==> src/txs_pkg.sv <==
// Constants and types for the table-write, test-skip and literal-xor execution slice
package txs_pkg;
    localparam int          PTR_W               = 21;
    localparam int          HOLD_BYTES          = 8;
    localparam int          HOLD_SEL_W          = 3;
    localparam logic [13:0] TABLE_WRITE_PATTERN = 14'h0003;
    localparam logic [6:0]  TEST_SKIP_PATTERN   = 7'h33;
    localparam logic [7:0]  XOR_LITERAL_PATTERN = 8'h0A;
    localparam logic [7:0]  INDEXED_MAX         = 8'h5F;
    localparam logic [7:0]  ACCESS_SPLIT        = 8'h60;
    localparam logic [3:0]  ACCESS_HI_BANK      = 4'hF;
    localparam int          STATUS_N_POS        = 4;
    localparam int          STATUS_Z_POS        = 2;
    localparam logic [7:0]  WREG_RESET          = 8'h00;
    localparam logic [7:0]  STATUS_RESET        = 8'h00;
    localparam logic [7:0]  HOLD_RESET          = 8'hFF;

    typedef enum logic [1:0] {
        TXS_PTR_KEEP,
        TXS_PTR_POST_INC,
        TXS_PTR_POST_DEC,
        TXS_PTR_PRE_INC
    } txs_ptr_mode_t;

    typedef enum logic [1:0] {
        TXS_IDLE,
        TXS_TBL_WRITE,
        TXS_SKIP_NOP,
        TXS_SKIP_NOP2
    } txs_state_t;
endpackage : txs_pkg

==> src/txs_operand_addr.sv <==
// Operand address former for byte-oriented file access
`timescale 1ns/10ps
module txs_operand_addr (
    // Instruction fields
    input  wire logic [7:0]  file_addr,
    input  wire logic        access_sel,
    // Core state
    input  wire logic [3:0]  bank_select_register,
    input  wire logic        ext_set_en,
    input  wire logic [11:0] index_base,
    // Formed address
    output logic      [11:0] operand_addr,
    output logic             indexed
);
    import txs_pkg::*;

    always_comb begin
        indexed = 1'b0;
        if (access_sel) begin
            operand_addr = {bank_select_register, file_addr};
        end else if (ext_set_en && file_addr <= INDEXED_MAX) begin
            operand_addr = index_base + {4'h0, file_addr};
            indexed = 1'b1;
        end else if (file_addr < ACCESS_SPLIT) begin
            operand_addr = {4'h0, file_addr};
        end else begin
            operand_addr = {ACCESS_HI_BANK, file_addr};
        end
    end
endmodule : txs_operand_addr

==> src/txs_exec.sv <==
// Execution slice for table write, test-and-skip-if-zero and literal xor
`timescale 1ns/10ps
module txs_exec (
    // Clock and reset
    input  wire logic                   clk,
    input  wire logic                   reset_n,
    // Decoded instruction from the fetch pipeline
    input  wire logic                   instr_valid,
    input  wire logic [15:0]            instr_word,
    input  wire logic                   next_is_two_word,
    // Core state
    input  wire logic [3:0]             bank_select_register,
    input  wire logic                   ext_set_en,
    input  wire logic [11:0]            index_base,
    input  wire logic [7:0]             table_latch,
    input  wire logic [txs_pkg::PTR_W-1:0] table_pointer,
    // Register file read port (combinational data for the presented address)
    output logic      [11:0]            file_rd_addr,
    input  wire logic [7:0]             file_rd_data,
    // Results
    output logic      [7:0]             wreg,
    output logic      [7:0]             status,
    output logic      [txs_pkg::PTR_W-1:0] table_pointer_new,
    output logic                        table_pointer_we,
    output logic      [8*txs_pkg::HOLD_BYTES-1:0] holding,
    output logic                        hold_byte_hi,
    output logic                        flush_fetch,
    output logic                        busy,
    output logic                        indexed_access
);
    import txs_pkg::*;

    function automatic logic is_table_write(input logic [15:0] w);
        return w[15:2] == TABLE_WRITE_PATTERN;
    endfunction : is_table_write

    function automatic logic is_test_skip(input logic [15:0] w);
        return w[15:9] == TEST_SKIP_PATTERN;
    endfunction : is_test_skip

    function automatic logic is_xor_literal(input logic [15:0] w);
        return w[15:8] == XOR_LITERAL_PATTERN;
    endfunction : is_xor_literal

    txs_state_t          state_q, state_d;
    logic [7:0]          wreg_q, wreg_d;
    logic [7:0]          status_q, status_d;
    logic [PTR_W-1:0]    ptr_q, ptr_d;
    logic                ptr_we_q, ptr_we_d;
    logic [7:0]          hold_q [HOLD_BYTES];
    logic [7:0]          hold_d [HOLD_BYTES];
    logic                byte_hi_q, byte_hi_d;
    logic                flush_q, flush_d;
    logic                idx_q, idx_d;
    logic                busy_q, busy_d;
    logic [PTR_W-1:0]    wr_ptr_q, wr_ptr_d;
    txs_ptr_mode_t       mode_q, mode_d;
    logic [11:0]         op_addr;
    logic                op_indexed;
    logic [7:0]          xor_res;
    logic                run;

    txs_operand_addr u_addr (
        .file_addr            (instr_word[7:0]),
        .access_sel           (instr_word[8]),
        .bank_select_register (bank_select_register),
        .ext_set_en           (ext_set_en),
        .index_base           (index_base),
        .operand_addr         (op_addr),
        .indexed              (op_indexed)
    );

    assign file_rd_addr = op_addr;
    assign run          = instr_valid && (state_q == TXS_IDLE);
    assign xor_res      = wreg_q ^ instr_word[7:0];

    always_comb begin
        state_d   = state_q;
        wreg_d    = wreg_q;
        status_d  = status_q;
        ptr_d     = ptr_q;
        ptr_we_d  = 1'b0;
        byte_hi_d = byte_hi_q;
        flush_d   = 1'b0;
        idx_d     = idx_q;
        wr_ptr_d  = wr_ptr_q;
        mode_d    = mode_q;
        for (int i = 0; i < HOLD_BYTES; i++) begin
            hold_d[i] = hold_q[i];
        end
        unique case (state_q)
            TXS_IDLE: begin
                if (run && is_xor_literal(instr_word)) begin
                    wreg_d = xor_res;
                    status_d[STATUS_N_POS] = xor_res[7];
                    status_d[STATUS_Z_POS] = (xor_res == 8'h00);
                end else if (run && is_test_skip(instr_word)) begin
                    idx_d = op_indexed;
                    if (file_rd_data == 8'h00) begin
                        flush_d = 1'b1;
                        state_d = next_is_two_word ? TXS_SKIP_NOP2 : TXS_SKIP_NOP;
                    end
                end else if (run && is_table_write(instr_word)) begin
                    mode_d = txs_ptr_mode_t'(instr_word[1:0]);
                    wr_ptr_d = (instr_word[1:0] == TXS_PTR_PRE_INC) ?
                               table_pointer + 1'b1 : table_pointer;
                    state_d = TXS_TBL_WRITE;
                end
            end
            TXS_TBL_WRITE: begin
                hold_d[wr_ptr_q[HOLD_SEL_W-1:0]] = table_latch;
                byte_hi_d = wr_ptr_q[0];
                ptr_we_d  = 1'b1;
                unique case (mode_q)
                    TXS_PTR_KEEP:     ptr_d = wr_ptr_q;
                    TXS_PTR_POST_INC: ptr_d = wr_ptr_q + 1'b1;
                    TXS_PTR_POST_DEC: ptr_d = wr_ptr_q - 1'b1;
                    TXS_PTR_PRE_INC:  ptr_d = wr_ptr_q;
                endcase
                state_d = TXS_IDLE;
            end
            TXS_SKIP_NOP2: begin
                state_d = TXS_SKIP_NOP;
            end
            TXS_SKIP_NOP: begin
                state_d = TXS_IDLE;
            end
        endcase
        // Busy is registered so the output comes straight from a flop
        busy_d = (state_d != TXS_IDLE);
    end

    always_ff @(posedge clk or negedge reset_n) begin
        if (!reset_n) begin
            state_q   <= TXS_IDLE;
            wreg_q    <= WREG_RESET;
            status_q  <= STATUS_RESET;
            ptr_q     <= '0;
            ptr_we_q  <= 1'b0;
            byte_hi_q <= 1'b0;
            flush_q   <= 1'b0;
            idx_q     <= 1'b0;
            busy_q    <= 1'b0;
            wr_ptr_q  <= '0;
            mode_q    <= TXS_PTR_KEEP;
            for (int i = 0; i < HOLD_BYTES; i++) begin
                hold_q[i] <= HOLD_RESET;
            end
        end else begin
            state_q   <= state_d;
            wreg_q    <= wreg_d;
            status_q  <= status_d;
            ptr_q     <= ptr_d;
            ptr_we_q  <= ptr_we_d;
            byte_hi_q <= byte_hi_d;
            flush_q   <= flush_d;
            idx_q     <= idx_d;
            busy_q    <= busy_d;
            wr_ptr_q  <= wr_ptr_d;
            mode_q    <= mode_d;
            for (int i = 0; i < HOLD_BYTES; i++) begin
                hold_q[i] <= hold_d[i];
            end
        end
    end

    generate
        for (genvar g = 0; g < HOLD_BYTES; g++) begin : g_hold
            assign holding[8*g +: 8] = hold_q[g];
        end
    endgenerate

    assign wreg              = wreg_q;
    assign status            = status_q;
    assign table_pointer_new = ptr_q;
    assign table_pointer_we  = ptr_we_q;
    assign hold_byte_hi      = byte_hi_q;
    assign flush_fetch       = flush_q;
    assign busy              = busy_q;
    assign indexed_access    = idx_q;
endmodule : txs_exec

==> config.mk <==
export PLATFORM = sky130hd
export DESIGN_NAME = txs_exec
export DESIGN_NICKNAME = d
export VERILOG_FILES = /design/src/txs_pkg.sv /design/src/txs_operand_addr.sv /design/src/txs_exec.sv
export SDC_FILE = /design/constraint.sdc
export NUM_CORES = 1
export LEC_CHECK = 0
export ABC_AREA = 1
export ABC_CLOCK_PERIOD_IN_PS = 3420
export BUFFER_PORTS_ARGS = -buffer_cell sky130_fd_sc_hd__buf_2
export CORE_MARGIN = 2
export CORE_UTILIZATION = 40
export CTS_CLUSTER_DIAMETER = 30
export DETAILED_ROUTE_END_ITERATION = 16
export PLACE_DENSITY = 0.62
export SYNTH_ARGS = -nofsm -noshare
export SYNTH_HDL_FRONTEND = slang
export SYNTH_SLANG_ARGS = --single-unit
==> constraint.sdc <==
create_clock -name clk -period 3.42 [get_ports clk]
set_input_delay 0.513 -clock clk [delete_from_list [all_inputs] [get_ports clk]]
set_output_delay 0.513 -clock clk [all_outputs]
set_load 0.02 [all_outputs]
==> results of run 1 <==
[sequential cells by signal, indices dropped and copies added (netlist names)]
signal	flops
holding	64
table_pointer_new	21
wr_ptr_q	21
wreg	8
mode_q	2
state_q	2
busy	1
flush_fetch	1
hold_byte_hi	1
indexed_access	1
status	1
table_pointer_we	1
[metal layers]
| metal | wire (µm) | GRT usage (%) |
|---|---|---|
| met5 | 0 | 0 |
| met4 | 357 | 7.43 |
| met3 | 1360 | 4.43 |
| met2 | 10000 | 34.1 |
| met1 | 10100 | 29.6 |
[cell families after synthesis]
| logic type | after synthesis | synth area share [%] |
|---|---|---|
| other | 1 | 0.0480 |
| and+or+nand+nor | 556 | 31.5 |
| adders and majority gates | 13 | 2.18 |
| muxes | 4 | 0.561 |
| DFF | 124 | 40.8 |
| xor gates and xnor gates | 39 | 4.38 |
| buffers and inverters | 138 | 7.76 |
| AOI/OAI and AO/OA | 188 | 12.8 |
[layout make-up]
| type | instances | share of cell area [%] |
|---|---|---|
| timing repair buffer | 193 | 10.6 |
| clock inverter | 13 | 1.16 |
| multi-input combinational | 806 | 42.6 |
| sequential | 124 | 33.6 |
| clock buffer | 19 | 4.67 |
| inverter | 99 | 3.95 |
| tap | 265 | 3.50 |
[worst max-delay path by stage]
stage | cells after the start | to | slack, ps | startpoint
floorplan | 9 | file_rd_addr[6] | 790 | instr_word[0]
global placement | 11 | file_rd_addr[10] | 660 | instr_word[0]
detailed placement | 11 | file_rd_addr[10] | 620 | instr_word[0]
CTS | 11 | file_rd_addr[10] | 610 | instr_word[0]
global route | 11 | file_rd_addr[10] | 480 | instr_word[0]
finish | 11 | file_rd_addr[10] | 590 | instr_word[0]
[stage by stage]
step / power [mW] / area, µm² / util [%]
after floorplan: 1.71 / 7820 / -
after global placement: 1.87 / 8920 / 46.2
after detailed placement: 1.87 / 8920 / 46.2
after CTS: 3.56 / 9480 / 49.0
after global routing: 3.66 / 9480 / 49.0
final: 3.51 / 9480 / 49.0
[Yosys cell counts, types with 3 or more instances]
library cell | n | area, µm²
xor2_1 | 22 | 193
nand3_1 | 59 | 295
nor4_1 | 4 | 25.0
a21oi_1 | 77 | 385
nand2_2 | 18 | 113
nand3b_1 | 3 | 22.5
dfstp_2 | 64 | 1680
ha_1 | 12 | 150
buf_4 | 8 | 60.1
buf_2 | 8 | 40.0
nand2_1 | 312 | 1170
nor3_1 | 6 | 30.0
inv_1 | 87 | 327
clkbuf_1 | 18 | 67.6
nand2_4 | 5 | 56.3
mux2_2 | 3 | 33.8
buf_6 | 3 | 33.8
o21ai_0 | 90 | 450
or2_2 | 3 | 18.8
nand4_1 | 10 | 62.6
xnor2_1 | 17 | 149
nor2_4 | 9 | 101
inv_2 | 10 | 37.5
nor2_1 | 102 | 383
o21ai_1 | 8 | 40.0
dfrtp_1 | 60 | 1500
nor2_2 | 17 | 106
[where the power goes]
part	leakage, nW	internal, mW	switching, mW	total, mW
clock	0.255	0.960	0.708	1.67
sequential	1.49	1.49	0.0124	1.51
combinational	3.05	0.120	0.220	0.340
==> qor.yml, run 1 <==
worst_setup_path:
  rrSetupSlack_ps: 1000
  worstPathRequired_ps: 2910
  critPathLaunchType: "input port"
  path_delay_family: "adder cells"
  worstPathArrival_ps: 2320
  crit_chain: "buf_2 -> ha_1 -> fa_1 -> nand3_1 -> nand2_1 -> a21o_1 -> nand2_1 -> xnor2_1 -> nand2_1 -> a21oi_1 -> buf_2"
  path_class: "input port to primary output"
  slowest_delay_ps: 430
  timing.rr.end: "table_pointer_new[13]"
  crit_buf_inv: 2
  end_kind: "primary output"
  crit_fanout: 4
  rr_startpoint: "mode_q[0]"
  crit_slowest_cell: "fa_1"
  cpMostUsedCell: "nand2_1"
  reg2regPathDepth: 14
placement:
  dp_cells: 1487
  dpl_worst_slack_ps: 616
  port_buffers: 185
  place.gp.congestion: 0.894
  hpwl_mm: 16.8
drt:
  detailroute.via_count: 7317
  drtIter0Drc: 483
  wire_per_inst_um: 14.4
  drt-total-wl_mm: 21.9
  vias_per_cell: 4.82
  drc: 0
  dr.pass1.iters: 5
  ant_nets: 0
synthesis:
  synth_warnings: 0
  ys_ff_latch: 124
  synthDistinctLibCells: 49
  synthCells: 1063
  async_flop_share_pct: 100
  synth_ff_type: "dfstp_2"
  synth_edf_count: 0
  netlist_area_um2: 7800
  syn_avg_cell_area_um2: 7.34
  seq_area_frac_synth_pct: 40.8
sta:
  clock_skew_ps: 8.51
  hold_ws_ps: 239
  hold_violations: 0
  grt_setup_unrepaired: "no"
  finalSetupViolations: 0
  layout_min_cycle_time_ps: 2830
  max_freq_mhz: 353
  final.setup.worst_slack_ps: 587
  max-slew-margin-rel_pct: 37.9
  fin_crit_sh_pct: 82.8
  tns_ps: 0
  worst_slew_pin_slew_ps: 931
  drv_slew: 0
floorplanning:
  die_h_um: 144
  die_w_um: 144
  pin_count: 192
  dieArea_um2: 20600
  start_util_pct: 40.4
  core_area_um2: 19300
  rows: 51
layout:
  nFillCells: 1986
  multiInputGateArea_um2: 4040
  diodes: 0
  layout-drive-gt1-share_pct: 28.9
  stdcell_count: 1519
  area_delta_synth_final_pct: 21.4
  final_cell_mix: "312 x nand2_1, 184 x buf_2, 102 x nor2_1"
  layout_commonest_cell: "nand2_1"
  regArea_um2: 3180
  layout.nets: 1328
clock_tree:
  cts_hold_buffers: 0
  cts_tree: "done"
  clkTransAtPathRegs_ps: 60
  cts_buffers: 17
  root_buffer: "clkbuf_16"
  clk_latency_ps: 420
  cts_buffer_depth: 2
  clock_sinks: 124
  post_cts_buffers: 0
  h-tree-depth: 4
  ctsResizeCount: 0
global_routing:
  grt_overflow: 0
  grt_pass1_wl_mm: 35.1
  grt_start_max_net_pins: 73
  grtUsageTotal_pct: 21.6
  grt_pass1_vias: 6794
  antenna_found_initial: 0
power:
  ir_drop_mv: 0.253
  powerDensity_nw_per_um2: 371
  p_leak_nw: 4.80
worst_hold_path:
  hp-class: "input port to asynchronous set/reset pin"
outcome:
  status: "finished clean"
flow_run:
  cap_violations: 0
Note: power is estimated with default switching activity, not from simulation.
==> inputs of run 2 (changes only) <==
- ABC_CLOCK_PERIOD_IN_PS: 3420 -> 2300
- PLACE_DENSITY: 0.62 -> 0.64
- clock period: 3.42 -> 2.3 ns (I/O delays scaled with it)
==> run 2 against run 1 <==
Effect of this change: sequential share of layout area fell by 1.4 points; sequential power rose by 48%; global-route usage rose by 0.088 points; design area rose by 4.5%; first-iteration DRC count rose by 29%; critical path depth did not move; non-clock buffer count rose by 28; final cell count rose by 1.9%; critical endpoint unchanged; largest cell class unchanged.
==> qor.yml, run 2 (synthesis gave the netlist of run 1 again) <==
outcome:
  status: "finished clean"  # unchanged
layout:
  largest_reg_flops: 64  # unchanged
  layout_commonest_cell: "nand2_1"  # unchanged
  final_cell_mix: "311 x nand2_1, 180 x buf_2, 101 x nor2_1"  # was 312 x nand2_1, 184 x buf_2, 102 x nor2_1
  stdcell_area_um2: 9900  # was 9480 µm²
  area_delta_synth_final_pct: 26.9  # was 21.4%
  layout-drive-gt1-share_pct: 31.8  # was 28.9%
  layout.nets: 1356  # was 1328
floorplanning:
  pin_count: 192  # unchanged
  die_w_um: 144  # unchanged
  core_area_um2: 19300  # unchanged
  rows: 51  # unchanged
  start_util_pct: 40.4  # unchanged
  die_h_um: 144  # unchanged
  dieArea_um2: 20600  # unchanged
global_routing:
  grt_pass1_vias: 6776  # was 6794
  grt_start_max_net_pins: 40  # was 73
  grt_pass1_wl_mm: 35.0  # was 35.1 mm
  grt_overflow: 0  # unchanged
  antenna_found_initial: 2  # was 0
  grtUsageTotal_pct: 21.7  # was 21.6%
clock_tree:
  h-tree-depth: 4  # unchanged
  root_buffer: "clkbuf_16"  # unchanged
  cts_buffer_depth: 2  # unchanged
  cts_tree: "done"  # unchanged
  cts_buffers: 17  # unchanged
  clock_sinks: 124  # unchanged
  clkTransAtPathRegs_ps: 60  # about the same
  clk_latency_ps: 420  # about the same
sta:
  grt_setup_unrepaired: "yes"  # was no
  hold_ws_ps: 250  # was 239 ps
  worst_slew_pin_slew_ps: 519  # was 931 ps
  max_freq_mhz: 445
  fin_crit_sh_pct: 97.7
  clock_skew_ps: 11.5  # was 8.51 ps
  layout_min_cycle_time_ps: 2250
  max-slew-margin-rel_pct: 65.3  # was 37.9%
  hold_violations: 0  # unchanged
  drv_slew: 0  # unchanged
  finalSetupViolations: 0  # unchanged
drt:
  ant_nets: 0  # unchanged
  drt-total-wl_mm: 22.3  # was 21.9 mm
  drc: 0  # unchanged
  dr.pass1.iters: 5  # unchanged
  wire_per_inst_um: 14.4  # about the same
  vias_per_cell: 4.82  # about the same
  detailroute.via_count: 7463  # was 7317
  drtIter0Drc: 625  # was 483
power:
  ir_drop_mv: 0.357  # was 0.253 mV
  p_leak_nw: 4.99  # was 4.80 nW
  p_int_mw: 3.98  # was 2.57 mW
  power.share.clock_pct: 48.0  # was 47.5%
  pwr-share-seq_pct: 41.3  # was 42.9%
  comb_power_share_pct: 10.7  # was 9.7%
  switchingPower_mw: 1.45  # was 941 µW
  powerDensity_nw_per_um2: 548  # was 371 nW/µm²
  swShare_pct: 26.7  # was 26.8%
worst_setup_path:
  reg2regPathDepth: 14  # unchanged
  rrSetupSlack_ps: 170  # was 1000 ps
  end_kind: "primary output"  # unchanged
  critPathLaunchType: "input port"  # unchanged
  timing.rr.end: "table_pointer_new[14]"  # was table_pointer_new[13]
  path_class: "input port to primary output"  # unchanged
  crit_fanout: 3  # was 4
  cpMostUsedCell: "nand2_1"  # unchanged
  crit_slowest_cell: "fa_2"  # was fa_1
  worstPathArrival_ps: 1900  # was 2320 ps
  crit_chain: "buf_8 -> ha_4 -> fa_2 -> nand3_2 -> nand2_2 -> a21o_1 -> nand2_1 -> xnor2_1 -> nand2_1 -> a21oi_2 -> buf_4"  # was buf_2 -> ha_1 -> fa_1 -> nand3_1 -> nand2_1 -> a21o_1 -> nand2_1 -> xnor2_1 -> nand2_1 -> a21oi_1 -> buf_2
  rr_startpoint: "mode_q[1]"  # was mode_q[0]
  slowest_delay_ps: 360  # was 430 ps
  worstPathRequired_ps: 1960  # was 2910 ps
worst_hold_path:
  min_from: "table_pointer[19]"
  hold_depth: 4
  hp-class: "input port to register"  # was input port to asynchronous set/reset pin
  whs_endpoint: "wr_ptr_q[19]"
placement:
  place.gp.congestion: 0.932  # was 0.894
  place_area_um2: 9160  # was 8920 µm²
  hpwl_mm: 17.2  # was 16.8 mm
  port_buffers: 185  # unchanged
flow_run:
  cap_violations: 0  # unchanged
-- run 2: changes by cell type in the layout (fill, tap and decap cells not counted), moves of 2 or more --
cell        before  now
a21oi_1         77   71
a21oi_2          2    8
buf_12           1    4
buf_2          184  180
buf_4            8   34
clkinvlp_4       5    2
ha_1            12    6
ha_4             0    5
inv_6            4    2
inv_8            1    5
nor2_4           9   11
o21ai_0         90   87
o21ai_1          8   10
-- run 2: timing repair --
action                                  4_1_cts  5_1_grt
buffers inserted                              0        1
endpoints found under the setup margin        4       17
pin swaps                                     1       11
gates resized for setup                       5       28
endpoints found under the hold margin        20        0
hold buffers                                  1        0
-- run 2: layout make-up --
type | instances | area (µm²)
multi-input combinational | 806 | 4160
tap | 265 | 332
inverter | 99 | 374
clock buffer | 17 | 425
timing repair buffer | 221 | 1270
antenna | 1 | 2.50
sequential | 124 | 3180
fill | 1909 | 9430
clock inverter | 15 | 156
-- run 2: worst max path at each step --
stage | start | to | slack [ps] | depth (start not counted)
CTS | instr_word[0] | file_rd_addr[10] | 20 | 11
detailed placement | instr_word[0] | file_rd_addr[10] | -40 | 11
global placement | instr_word[0] | file_rd_addr[10] | -30 | 11
global route | instr_word[3] | file_rd_addr[10] | -30 | 10
floorplan | instr_word[0] | file_rd_addr[6] | 6 | 9
finish | instr_word[0] | file_rd_addr[10] | 50 | 11
-- run 2: power by group through the flow --
stage,registers (mW),clock network [mW],logic [mW]
after detailed placement,2.27,0,0.544
after global placement,2.27,0,0.539
after global routing,2.24,2.76,0.640
after floorplan,2.31,0,0.243
final,2.24,2.60,0.581
after CTS,2.24,2.68,0.549
-- run 2: critical path: cells and delay by family --
family	cells	cell delay, ps
xor gates and xnor gates	1	120
adders and majority gates	2	510
buffers and inverters	2	250
and+or+nand+nor	4	330
AOI/OAI and AO/OA	2	340
-- run 2: stage by stage --
stage               setup WS [ps]  utilization [%]  TNS, ps  instances  total power, mW
global route                -29.7             51.2    -41.4       1548             5.64
global placement            -28.2             47.4    -39.9       1513             2.81
detailed placement          -43.7             47.4    -74.5       1513             2.82
floorplan                    6.37                -        0       1068             2.55
finish                       53.6             51.2        0       1548             5.42
CTS                          20.7             50.5        0       1546             5.46
-- run 2: layer usage --
| layer | global-route usage [%] | part of all wire (%) |
|---|---|---|
| met5 | 0 | 0.058 |
| met3 | 5.20 | 6.9 |
| met4 | 6.19 | 1.0 |
| met2 | 33.7 | 47 |
| met1 | 30.2 | 45 |
